<file path="src/design/ddr_pkg.sv">
// package for the drive data register bank
package ddr_pkg;
  // register indices (two-digit register numbers)
  localparam logic [7:0] ADDR_ACCEL = 8'h11;
  localparam logic [7:0] ADDR_DECEL = 8'h12;
  localparam logic [7:0] ADDR_CHG_DIST = 8'h13;
  localparam logic [7:0] ADDR_MOVE_DIST = 8'h14;
  localparam logic [7:0] ADDR_POS_OFS = 8'h15;
  localparam logic [7:0] ADDR_FLAGS = 8'h16;
  localparam logic [7:0] ADDR_CURRENT = 8'h17;
  localparam logic [7:0] ADDR_GAIN = 8'h18;
  localparam logic [7:0] ADDR_EDGE_CNT = 8'h19;
  // unit scale: 10 rpm/sec per lsb is six per rev/sec/sec
  localparam logic [15:0] RATE_SCALE = 16'h0006;
  // flag bit positions
  localparam int FLAG_DIST_LIMIT = 0;
  localparam int FLAG_SENSOR = 1;
  localparam int FLAG_OVC_A = 2;
  localparam int FLAG_OVC_B = 3;
  localparam int FLAG_OFS_A = 5;
  localparam int FLAG_OFS_B = 6;
  localparam int FLAG_WIND_A = 7;
  localparam int FLAG_WIND_B = 8;
  localparam int FLAG_ERASE = 14;
  localparam int FLAG_SAVE = 15;
  // reset values and gain limits
  localparam logic [15:0] RST_RATE = 16'h0258;
  localparam logic [31:0] RST_WORD = 32'h0000_0000;
  localparam logic [15:0] RST_HALF = 16'h0000;
  localparam logic [15:0] GAIN_MAX = 16'h7FFF;
  localparam logic [15:0] GAIN_MIN = 16'h8001;

  // register read/write request
  typedef struct packed {
    logic wr;
    logic rd;
    logic [7:0] addr;
    logic [31:0] wdata;
  } ddr_req_t;

  // hardware events
  typedef struct packed {
    logic dist_limit;
    logic sensor;
    logic ovc_a;
    logic ovc_b;
    logic ofs_a;
    logic ofs_b;
    logic wind_a;
    logic wind_b;
    logic erase_fail;
    logic save_fail;
  } ddr_evt_t;

  // all block state except the set position
  typedef struct packed {
    logic [15:0] accel;
    logic [15:0] decel;
    logic [31:0] chg_dist;
    logic [31:0] move_dist;
    logic [31:0] pos_ofs;
    logic [31:0] flags;
    logic [15:0] current;
    logic [15:0] gain;
    logic [31:0] edge_cnt;
    logic [31:0] rdata;
    logic rvalid;
  } ddr_state_t;
endpackage : ddr_pkg

</file>
<file path="src/design/ddr_bank.sv">
// drive data register bank with sticky flag word
// Contract
// - accel held as six times rev/s^2
// - decel held as six times rev/s^2
// - registers use integer values only
// - offset equals encoder minus set position
// - flag bits 0-3 limit sensor overcurrents
// - bits 5,6 report bad current offset
// - bits 7,8 report open winding
// - loading zero clears all flags, except any bit whose event fires in the same cycle
// - gain signed, clamp to +/-32767
`timescale 1ns/100ps
module ddr_bank
  import ddr_pkg::*;
(
  input wire logic clk,
  input wire logic rst,
  input wire ddr_req_t req,
  input wire logic accel_cmd_load,
  input wire logic decel_cmd_load,
  input wire logic [15:0] rate_cmd_value,
  input wire logic set_position_load,
  input wire logic [31:0] set_position_value,
  input wire logic [31:0] encoder_count,
  input wire logic edge_pulse,
  input wire ddr_evt_t evt,
  output logic [31:0] rdata,
  output logic rvalid,
  output logic [15:0] accel_rate,
  output logic [15:0] decel_rate,
  output logic [31:0] flags_out,
  output logic [15:0] gain_out
);
  ddr_state_t s, next_s;
  logic [31:0] set_pos;
  logic [31:0] next_set_pos;

  // saturate a signed 32-bit write value to the symmetric 16-bit gain range
  function automatic logic [15:0] clamp_gain(input logic [31:0] v);
    if ($signed(v) > $signed({16'h0000, GAIN_MAX}))
      return GAIN_MAX;
    if ($signed(v) < -$signed({16'h0000, GAIN_MAX}))
      return GAIN_MIN;
    return v[15:0];
  endfunction : clamp_gain

  // flag set mask from events
  function automatic logic [31:0] evt_mask(input ddr_evt_t e);
    logic [31:0] m;
    m = RST_WORD;
    m[FLAG_DIST_LIMIT] = e.dist_limit;
    m[FLAG_SENSOR] = e.sensor;
    m[FLAG_OVC_A] = e.ovc_a;
    m[FLAG_OVC_B] = e.ovc_b;
    m[FLAG_OFS_A] = e.ofs_a;
    m[FLAG_OFS_B] = e.ofs_b;
    m[FLAG_WIND_A] = e.wind_a;
    m[FLAG_WIND_B] = e.wind_b;
    m[FLAG_ERASE] = e.erase_fail;
    m[FLAG_SAVE] = e.save_fail;
    return m;
  endfunction : evt_mask

  // next-state logic for every register
  always_comb begin
    next_s = s;
    next_set_pos = set_pos;
    next_s.rvalid = 1'b0;
    // integer-only storage, no fractional bits kept
    if (accel_cmd_load) begin
      next_s.accel = 16'(rate_cmd_value * RATE_SCALE);
    end
    if (decel_cmd_load) begin
      next_s.decel = 16'(rate_cmd_value * RATE_SCALE);
    end
    if (set_position_load) begin
      next_set_pos = set_position_value;
    end
    if (edge_pulse) begin
      next_s.edge_cnt = s.edge_cnt + 32'h0000_0001;
    end
    if (req.wr) begin
      unique case (req.addr)
        ADDR_ACCEL: next_s.accel = req.wdata[15:0];
        ADDR_DECEL: next_s.decel = req.wdata[15:0];
        ADDR_CHG_DIST: next_s.chg_dist = req.wdata;
        ADDR_MOVE_DIST: next_s.move_dist = req.wdata;
        ADDR_FLAGS: begin
          // only a zero load clears; other values are ignored
          if (req.wdata == RST_WORD) next_s.flags = RST_WORD;
        end
        ADDR_CURRENT: next_s.current = req.wdata[15:0];
        ADDR_GAIN: next_s.gain = clamp_gain(req.wdata);
        ADDR_EDGE_CNT: next_s.edge_cnt = req.wdata;
        default: ;
      endcase
      if (req.addr == ADDR_POS_OFS) begin
        // rebase set position so the offset reads back as written
        next_set_pos = encoder_count - req.wdata;
      end
    end
    // set wins over the clear in the same cycle
    next_s.flags = next_s.flags | evt_mask(evt);
    // offset tracks encoder against set position continuously
    next_s.pos_ofs = encoder_count - next_set_pos;
    if (req.rd) begin
      next_s.rvalid = 1'b1;
      unique case (req.addr)
        ADDR_ACCEL: next_s.rdata = {16'h0000, s.accel};
        ADDR_DECEL: next_s.rdata = {16'h0000, s.decel};
        ADDR_CHG_DIST: next_s.rdata = s.chg_dist;
        ADDR_MOVE_DIST: next_s.rdata = s.move_dist;
        ADDR_POS_OFS: next_s.rdata = s.pos_ofs;
        ADDR_FLAGS: next_s.rdata = s.flags;
        ADDR_CURRENT: next_s.rdata = {{16{s.current[15]}}, s.current};
        ADDR_GAIN: next_s.rdata = {{16{s.gain[15]}}, s.gain};
        ADDR_EDGE_CNT: next_s.rdata = s.edge_cnt;
        default: next_s.rdata = RST_WORD;
      endcase
    end
  end

  // state registers
  always_ff @(posedge clk or posedge rst) begin
    if (rst) begin
      s <= '{accel: RST_RATE, decel: RST_RATE, current: RST_HALF,
             gain: RST_HALF, rvalid: 1'b0, default: RST_WORD};
      set_pos <= RST_WORD;
    end else begin
      s <= next_s;
      set_pos <= next_set_pos;
    end
  end

  assign rdata = s.rdata;
  assign rvalid = s.rvalid;
  assign accel_rate = s.accel;
  assign decel_rate = s.decel;
  assign flags_out = s.flags;
  assign gain_out = s.gain;

  // checks
  accel_scale_a: assert property (@(posedge clk) disable iff (rst)
    accel_cmd_load && !(req.wr && req.addr == ADDR_ACCEL) |=>
    accel_rate == 16'($past(rate_cmd_value) * RATE_SCALE))
    else $error("accel not six times command");
  decel_scale_a: assert property (@(posedge clk) disable iff (rst)
    decel_cmd_load && !(req.wr && req.addr == ADDR_DECEL) |=>
    decel_rate == 16'($past(rate_cmd_value) * RATE_SCALE))
    else $error("decel not six times command");
  offset_track_a: assert property (@(posedge clk) disable iff (rst)
    !set_position_load && !(req.wr && req.addr == ADDR_POS_OFS) |=>
    s.pos_ofs == $past(encoder_count) - set_pos)
    else $error("offset mismatch");
  flag_set_a: assert property (@(posedge clk) disable iff (rst)
    evt.ovc_a |=> flags_out[FLAG_OVC_A])
    else $error("overcurrent flag missed");
  flag_ofs_a: assert property (@(posedge clk) disable iff (rst)
    evt.ofs_b |=> flags_out[FLAG_OFS_B])
    else $error("offset flag missed");
  flag_wind_a: assert property (@(posedge clk) disable iff (rst)
    evt.wind_a |=> flags_out[FLAG_WIND_A])
    else $error("winding flag missed");
  flag_clear_a: assert property (@(posedge clk) disable iff (rst)
    req.wr && req.addr == ADDR_FLAGS && req.wdata == RST_WORD &&
    evt_mask(evt) == RST_WORD |=> flags_out == RST_WORD)
    else $error("flags not cleared");
  gain_range_a: assert property (@(posedge clk) disable iff (rst)
    gain_out != 16'h8000)
    else $error("gain out of range");
  flag_sticky_a: assert property (@(posedge clk) disable iff (rst)
    flags_out[FLAG_SENSOR] && !(req.wr && req.addr == ADDR_FLAGS) |=>
    flags_out[FLAG_SENSOR])
    else $error("flag dropped");
  // a clear load may legally follow, so persistence is checked for one more cycle only when no flag write comes
  flag_flash_a: assert property (@(posedge clk) disable iff (rst)
    evt.save_fail |=> flags_out[FLAG_SAVE] and
    (!(req.wr && req.addr == ADDR_FLAGS) |=> flags_out[FLAG_SAVE]))
    else $error("flash flag missed");
  // each remaining event bit latches on the next edge
  flag_limit_a: assert property (@(posedge clk) disable iff (rst)
    evt.dist_limit |=> flags_out[FLAG_DIST_LIMIT])
    else $error("limit flag missed");
  flag_sensor_a: assert property (@(posedge clk) disable iff (rst)
    evt.sensor |=> flags_out[FLAG_SENSOR])
    else $error("sensor flag missed");
  flag_ovcb_a: assert property (@(posedge clk) disable iff (rst)
    evt.ovc_b |=> flags_out[FLAG_OVC_B])
    else $error("second overcurrent flag missed");
  flag_ofsa_a: assert property (@(posedge clk) disable iff (rst)
    evt.ofs_a |=> flags_out[FLAG_OFS_A])
    else $error("phase a offset flag missed");
  flag_windb_a: assert property (@(posedge clk) disable iff (rst)
    evt.wind_b |=> flags_out[FLAG_WIND_B])
    else $error("phase b winding flag missed");
  flag_erase_a: assert property (@(posedge clk) disable iff (rst)
    evt.erase_fail |=> flags_out[FLAG_ERASE])
    else $error("erase flag missed");
  // a nonzero load must never drop a flag
  flag_keep_a: assert property (@(posedge clk) disable iff (rst)
    req.wr && req.addr == ADDR_FLAGS && req.wdata != RST_WORD |=>
    (flags_out & $past(flags_out)) == $past(flags_out))
    else $error("nonzero load dropped a flag");
  // bus writes land as plain integers and beat a same-cycle command
  rate_write_a: assert property (@(posedge clk) disable iff (rst)
    req.wr && req.addr == ADDR_ACCEL |=>
    accel_rate == $past(req.wdata[15:0]))
    else $error("accel write lost");
  decel_write_a: assert property (@(posedge clk) disable iff (rst)
    req.wr && req.addr == ADDR_DECEL |=>
    decel_rate == $past(req.wdata[15:0]))
    else $error("decel write lost");
  offset_write_a: assert property (@(posedge clk) disable iff (rst)
    req.wr && req.addr == ADDR_POS_OFS |=> s.pos_ofs == $past(req.wdata))
    else $error("offset write not read back");
  offset_load_a: assert property (@(posedge clk) disable iff (rst)
    set_position_load && !(req.wr && req.addr == ADDR_POS_OFS) |=>
    s.pos_ofs == $past(encoder_count) - $past(set_position_value))
    else $error("offset after set position wrong");
  gain_pass_a: assert property (@(posedge clk) disable iff (rst)
    req.wr && req.addr == ADDR_GAIN &&
    $signed(req.wdata) <= $signed({16'h0000, GAIN_MAX}) &&
    $signed(req.wdata) >= -$signed({16'h0000, GAIN_MAX}) |=>
    gain_out == $past(req.wdata[15:0]))
    else $error("in-range gain altered");
  gain_high_a: assert property (@(posedge clk) disable iff (rst)
    req.wr && req.addr == ADDR_GAIN &&
    $signed(req.wdata) > $signed({16'h0000, GAIN_MAX}) |=>
    gain_out == GAIN_MAX)
    else $error("high gain not clamped");
endmodule : ddr_bank

</file>
<file path="config.mk">
export PLATFORM = sky130hd
export DESIGN_NAME = ddr_bank
export DESIGN_NICKNAME = d
export VERILOG_FILES = /design/src/design/ddr_pkg.sv /design/src/design/ddr_bank.sv
export SDC_FILE = /design/constraint.sdc
export NUM_CORES = 1
export LEC_CHECK = 0
export CAP_MARGIN = 20
export CELL_PAD_IN_SITES_DETAIL_PLACEMENT = 1
export CELL_PAD_IN_SITES_GLOBAL_PLACEMENT = 1
export CORE_MARGIN = 10
export CORE_UTILIZATION = 49
export DETAILED_ROUTE_END_ITERATION = 16
export DONT_BUFFER_PORTS = 1
export GPL_TIMING_DRIVEN = 1
export PLACE_DENSITY_LB_ADDON = 0.25
export REMOVE_ABC_BUFFERS = 1
export SYNTH_ARGS = -nofsm -noshare
export SYNTH_HDL_FRONTEND = slang
export SYNTH_SLANG_ARGS = --single-unit
</file>
<file path="constraint.sdc">
create_clock -name clk -period 14.87 [get_ports clk]
set_input_delay 4.461 -clock clk [delete_from_list [all_inputs] [get_ports clk]]
set_output_delay 4.461 -clock clk [all_outputs]
set_load 0.02 [all_outputs]
</file>
==> impl_metrics.env <==
export IMPL_synthCells=1880
export IMPL_worstSetupPathType="in -> reg"
export IMPL_ys_types=74
export IMPL_htreeDepth=1
export IMPL_clkPwrFrac_pct=38.0
export IMPL_finalMaxSlewViolations=0
export IMPL_overflow=0
export IMPL_io_pins=251
export IMPL_crit_reg2reg_launch="set_pos[0]"
export IMPL_synth_edff_count=0
export IMPL_grt_pass1_vias=13765
export IMPL_worstHoldStart="s[82]"
export IMPL_cts_made_buffers=31
export IMPL_ys_seq_area_share_pct=40.45
export IMPL_numPortBuffers=0
export IMPL_worstReg2RegEnd="s[159]"
export IMPL_leakagePower_nw=7.750
export IMPL_viasPerCell=5.911
export IMPL_final_hold_violation_count=0
export IMPL_die_w_um=203.7
export IMPL_switching_share_pct=30.23
export IMPL_powerDensity_mw_per_mm2=117.3
export IMPL_peakVddDrop_mv=0.1066
export IMPL_cpLargestDelayFamily="compound AO/OA/AOI/OAI gates"
export IMPL_placedCellCount=2163
export IMPL_crit_arrival_ns=10.50
export IMPL_ant_nets=0
export IMPL_gp_congestion=0.9135
export IMPL_status="complete, no violations"
export IMPL_fin_worst_skew_ns=0.01332
export IMPL_ys_warnings_count=0
export IMPL_worstPathRequired_ns=15.35
export IMPL_vias=13151
export IMPL_numClockSinks=267
export IMPL_final_cells=2225
export IMPL_reg2reg_slack_ns=10.10
export IMPL_synthToLayoutAreaGrowth_pct=4.410
export IMPL_core_region_area_sq_mm=0.03345
export IMPL_start_kind="input pin"
export IMPL_fin_crit_ns=10.02
export IMPL_clockBufferDepth=3
export IMPL_grt_pass1_wl_um=81220
export IMPL_post_cts_setup_buffers=0
export IMPL_pwr_share_seq_pct=45.0
export IMPL_initial_utilization_pct=49.45
export IMPL_cts_tree="done"
export IMPL_slowest_stage="o41ai_2"
export IMPL_async_reset_ff_share_pct=100.0
export IMPL_rsz0062_at_grt="no"
export IMPL_maxCapViolations=0
export IMPL_synthesis_area_sq_mm=0.01654
export IMPL_drtIter0Drc=936
export IMPL_drc=0
export IMPL_die_area_sq_mm=0.04151
export IMPL_antenna_found_initial=3
export IMPL_final_util_pct=51.63
export IMPL_root_buffer="clkbuf_16"
export IMPL_totalWireLength_um=52500
export IMPL_n_fill_cell=3883
export IMPL_worst_pin_slew_ns=1.204
export IMPL_worstPathBufferInverterCount=3
export IMPL_hold_path_depth=2
export IMPL_grt_start_max_net_pins=111
export IMPL_path_clk_slew_ns=0.06
export IMPL_synth_top_area_cell="dfrtp_1"
export IMPL_regArea_sq_mm=0.006691
export IMPL_synth_common_cells="259 x dfrtp_1, 226 x nand2_1, 169 x o21ai_0"
export IMPL_ys_seq_elements=267
export IMPL_slowest_delay_ns=0.48
export IMPL_setup_violations=0
export IMPL_dp_hpwl_um=39540
export IMPL_synthTopCellsByArea="dfrtp_1 39%, ha_1 5.2%, buf_4 5.1%"
export IMPL_synth_flop_cell="dfrtp_1"
export IMPL_drtPass1Iterations=6
export IMPL_cp_max_fo=4
export IMPL_fp_dieH_um=203.7
export IMPL_fin_setup_tns_ns=0
export IMPL_period_share_pct=67.41
export IMPL_synth_top_cell_area_share_pct=39.18
export IMPL_rows=67
export IMPL_timing_fmax_mhz=99.76
export IMPL_syn_avg_cell_area_sq_um=8.798
export IMPL_min_to="s[82]"
export IMPL_clk_latency_ns=0.56
export IMPL_routedWlPerCell_um=23.60
export IMPL_max_slew_margin_pct=19.73
export IMPL_multiInputGateArea_sq_mm=0.008285
export IMPL_grt_total_usage_pct=24.43
export IMPL_drive_above_1_share_pct=6.419
export IMPL_p_sw_mw=0.6126
export IMPL_end_kind="register"
export IMPL_nNetsFinal=1962
export IMPL_ctsHoldBuffers=0
export IMPL_worstHoldPathType="reg -> reg"
export IMPL_ctsResizeCount=0
export IMPL_synth_most_common_cell="dfrtp_1"
export IMPL_power_frac_comb_pct=16.9
export IMPL_r2r_cells=18
export IMPL_intPower_mw=1.414
==> kinds of logic (layout without fill, tap and decap cells) <==
logic type / count (synthesis) / in the layout / share of synthesized area, %
AOI/OAI and AO/OA: 517 / 517 / 19.42
xor gates and xnor gates: 94 / 94 / 4.977
adders and majority gates: 76 / 76 / 5.832
buffers and inverters: 329 / 204 / 10.05
DFF: 267 / 267 / 40.45
muxes: 89 / 89 / 5.499
other: 1 / 23 / 0.02267
and+or+nand+nor: 507 / 507 / 13.75
==> layer usage <==
layer / GRT usage (%) / wire length [um]
met1: 33.72 / 24380
met2: 37.57 / 23110
met3: 6.648 / 4038
met4: 5.249 / 961
met5: 0 / 7
==> power groups by stage <==
| stage | sequential, mW | combinational (mW) | clock, mW |
|---|---|---|---|
| after global routing | 0.921 | 0.387 | 0.820 |
| after floorplan | 0.889 | 0.266 | 0 |
| after global placement | 0.919 | 0.322 | 0 |
| after detailed placement | 0.924 | 0.337 | 0 |
| after CTS | 0.912 | 0.341 | 0.786 |
| final | 0.913 | 0.343 | 0.770 |
==> metrics by stage <==
step / total power, mW / worst slack, ns / cell area (sq um) / hold WS [ns]
floorplan: 1.156 / 3.069 / 15450 / 0.4488
global placement: 1.241 / 4.412 / 16130 / 0.4596
detailed placement: 1.261 / 4.278 / 16130 / 0.4694
CTS: 2.039 / 4.808 / 17170 / 0.4834
global route: 2.128 / 4.403 / 17270 / 0.5039
finish: 2.027 / 4.846 / 17270 / 0.4838
==> worst register-to-register path, delay by kind of cell, from the launching register on <==
kind            cells  cell delay, ns
fa+ha+maj           2            0.68
xor+xnor            1            0.15
simple gates        4            0.56
flops               1            0.38
compound gates     11            2.90
==> cells in the final DEF (no fill, tap or decap), drive strengths merged, types with 32 or more instances in the layout <==
master,synthesis,routed
dfrtp,259,259
nand2,226,226
o21ai,174,174
a21oi,132,132
inv,130,132
nor2,128,128
mux2i,74,74
ha,69,69
xnor2,59,59
clkbuf,77,44
xor2,35,35
nand3,32,32
o22ai,32,32
==> layout make-up <==
class | count | area share, %
inverters | 130 | 2.869
clock inverters | 13 | 0.7535
clock buffers | 44 | 5.238
diodes | 1 | 0.01449
flip-flops and latches | 267 | 38.75
multi-input cells | 1305 | 47.98
repair buffers | 17 | 1.159
well taps | 448 | 3.246
==> worst max-delay path by stage <==
stage | slack [ns] | from | endpoint | depth (start not counted)
CTS | 4.81 | encoder_count[0] | s[160] | 26
global route | 4.40 | encoder_count[0] | s[160] | 26
global placement | 4.41 | encoder_count[0] | s[160] | 26
detailed placement | 4.28 | encoder_count[0] | s[160] | 26
finish | 4.85 | encoder_count[0] | s[160] | 26
floorplan | 3.07 | rst | accel_rate[0] | 1
==> flip-flops by register name, indices dropped and copies added (netlist names) <==
| signal | cells |
|---|---|
| set_pos | 32 |
| rdata | 32 |
| accel_rate | 16 |
| s | 144 |
| flags_out | 10 |
| decel_rate | 16 |
| rvalid | 1 |
| gain_out | 16 |
Note: power is estimated with default switching activity, not from simulation.
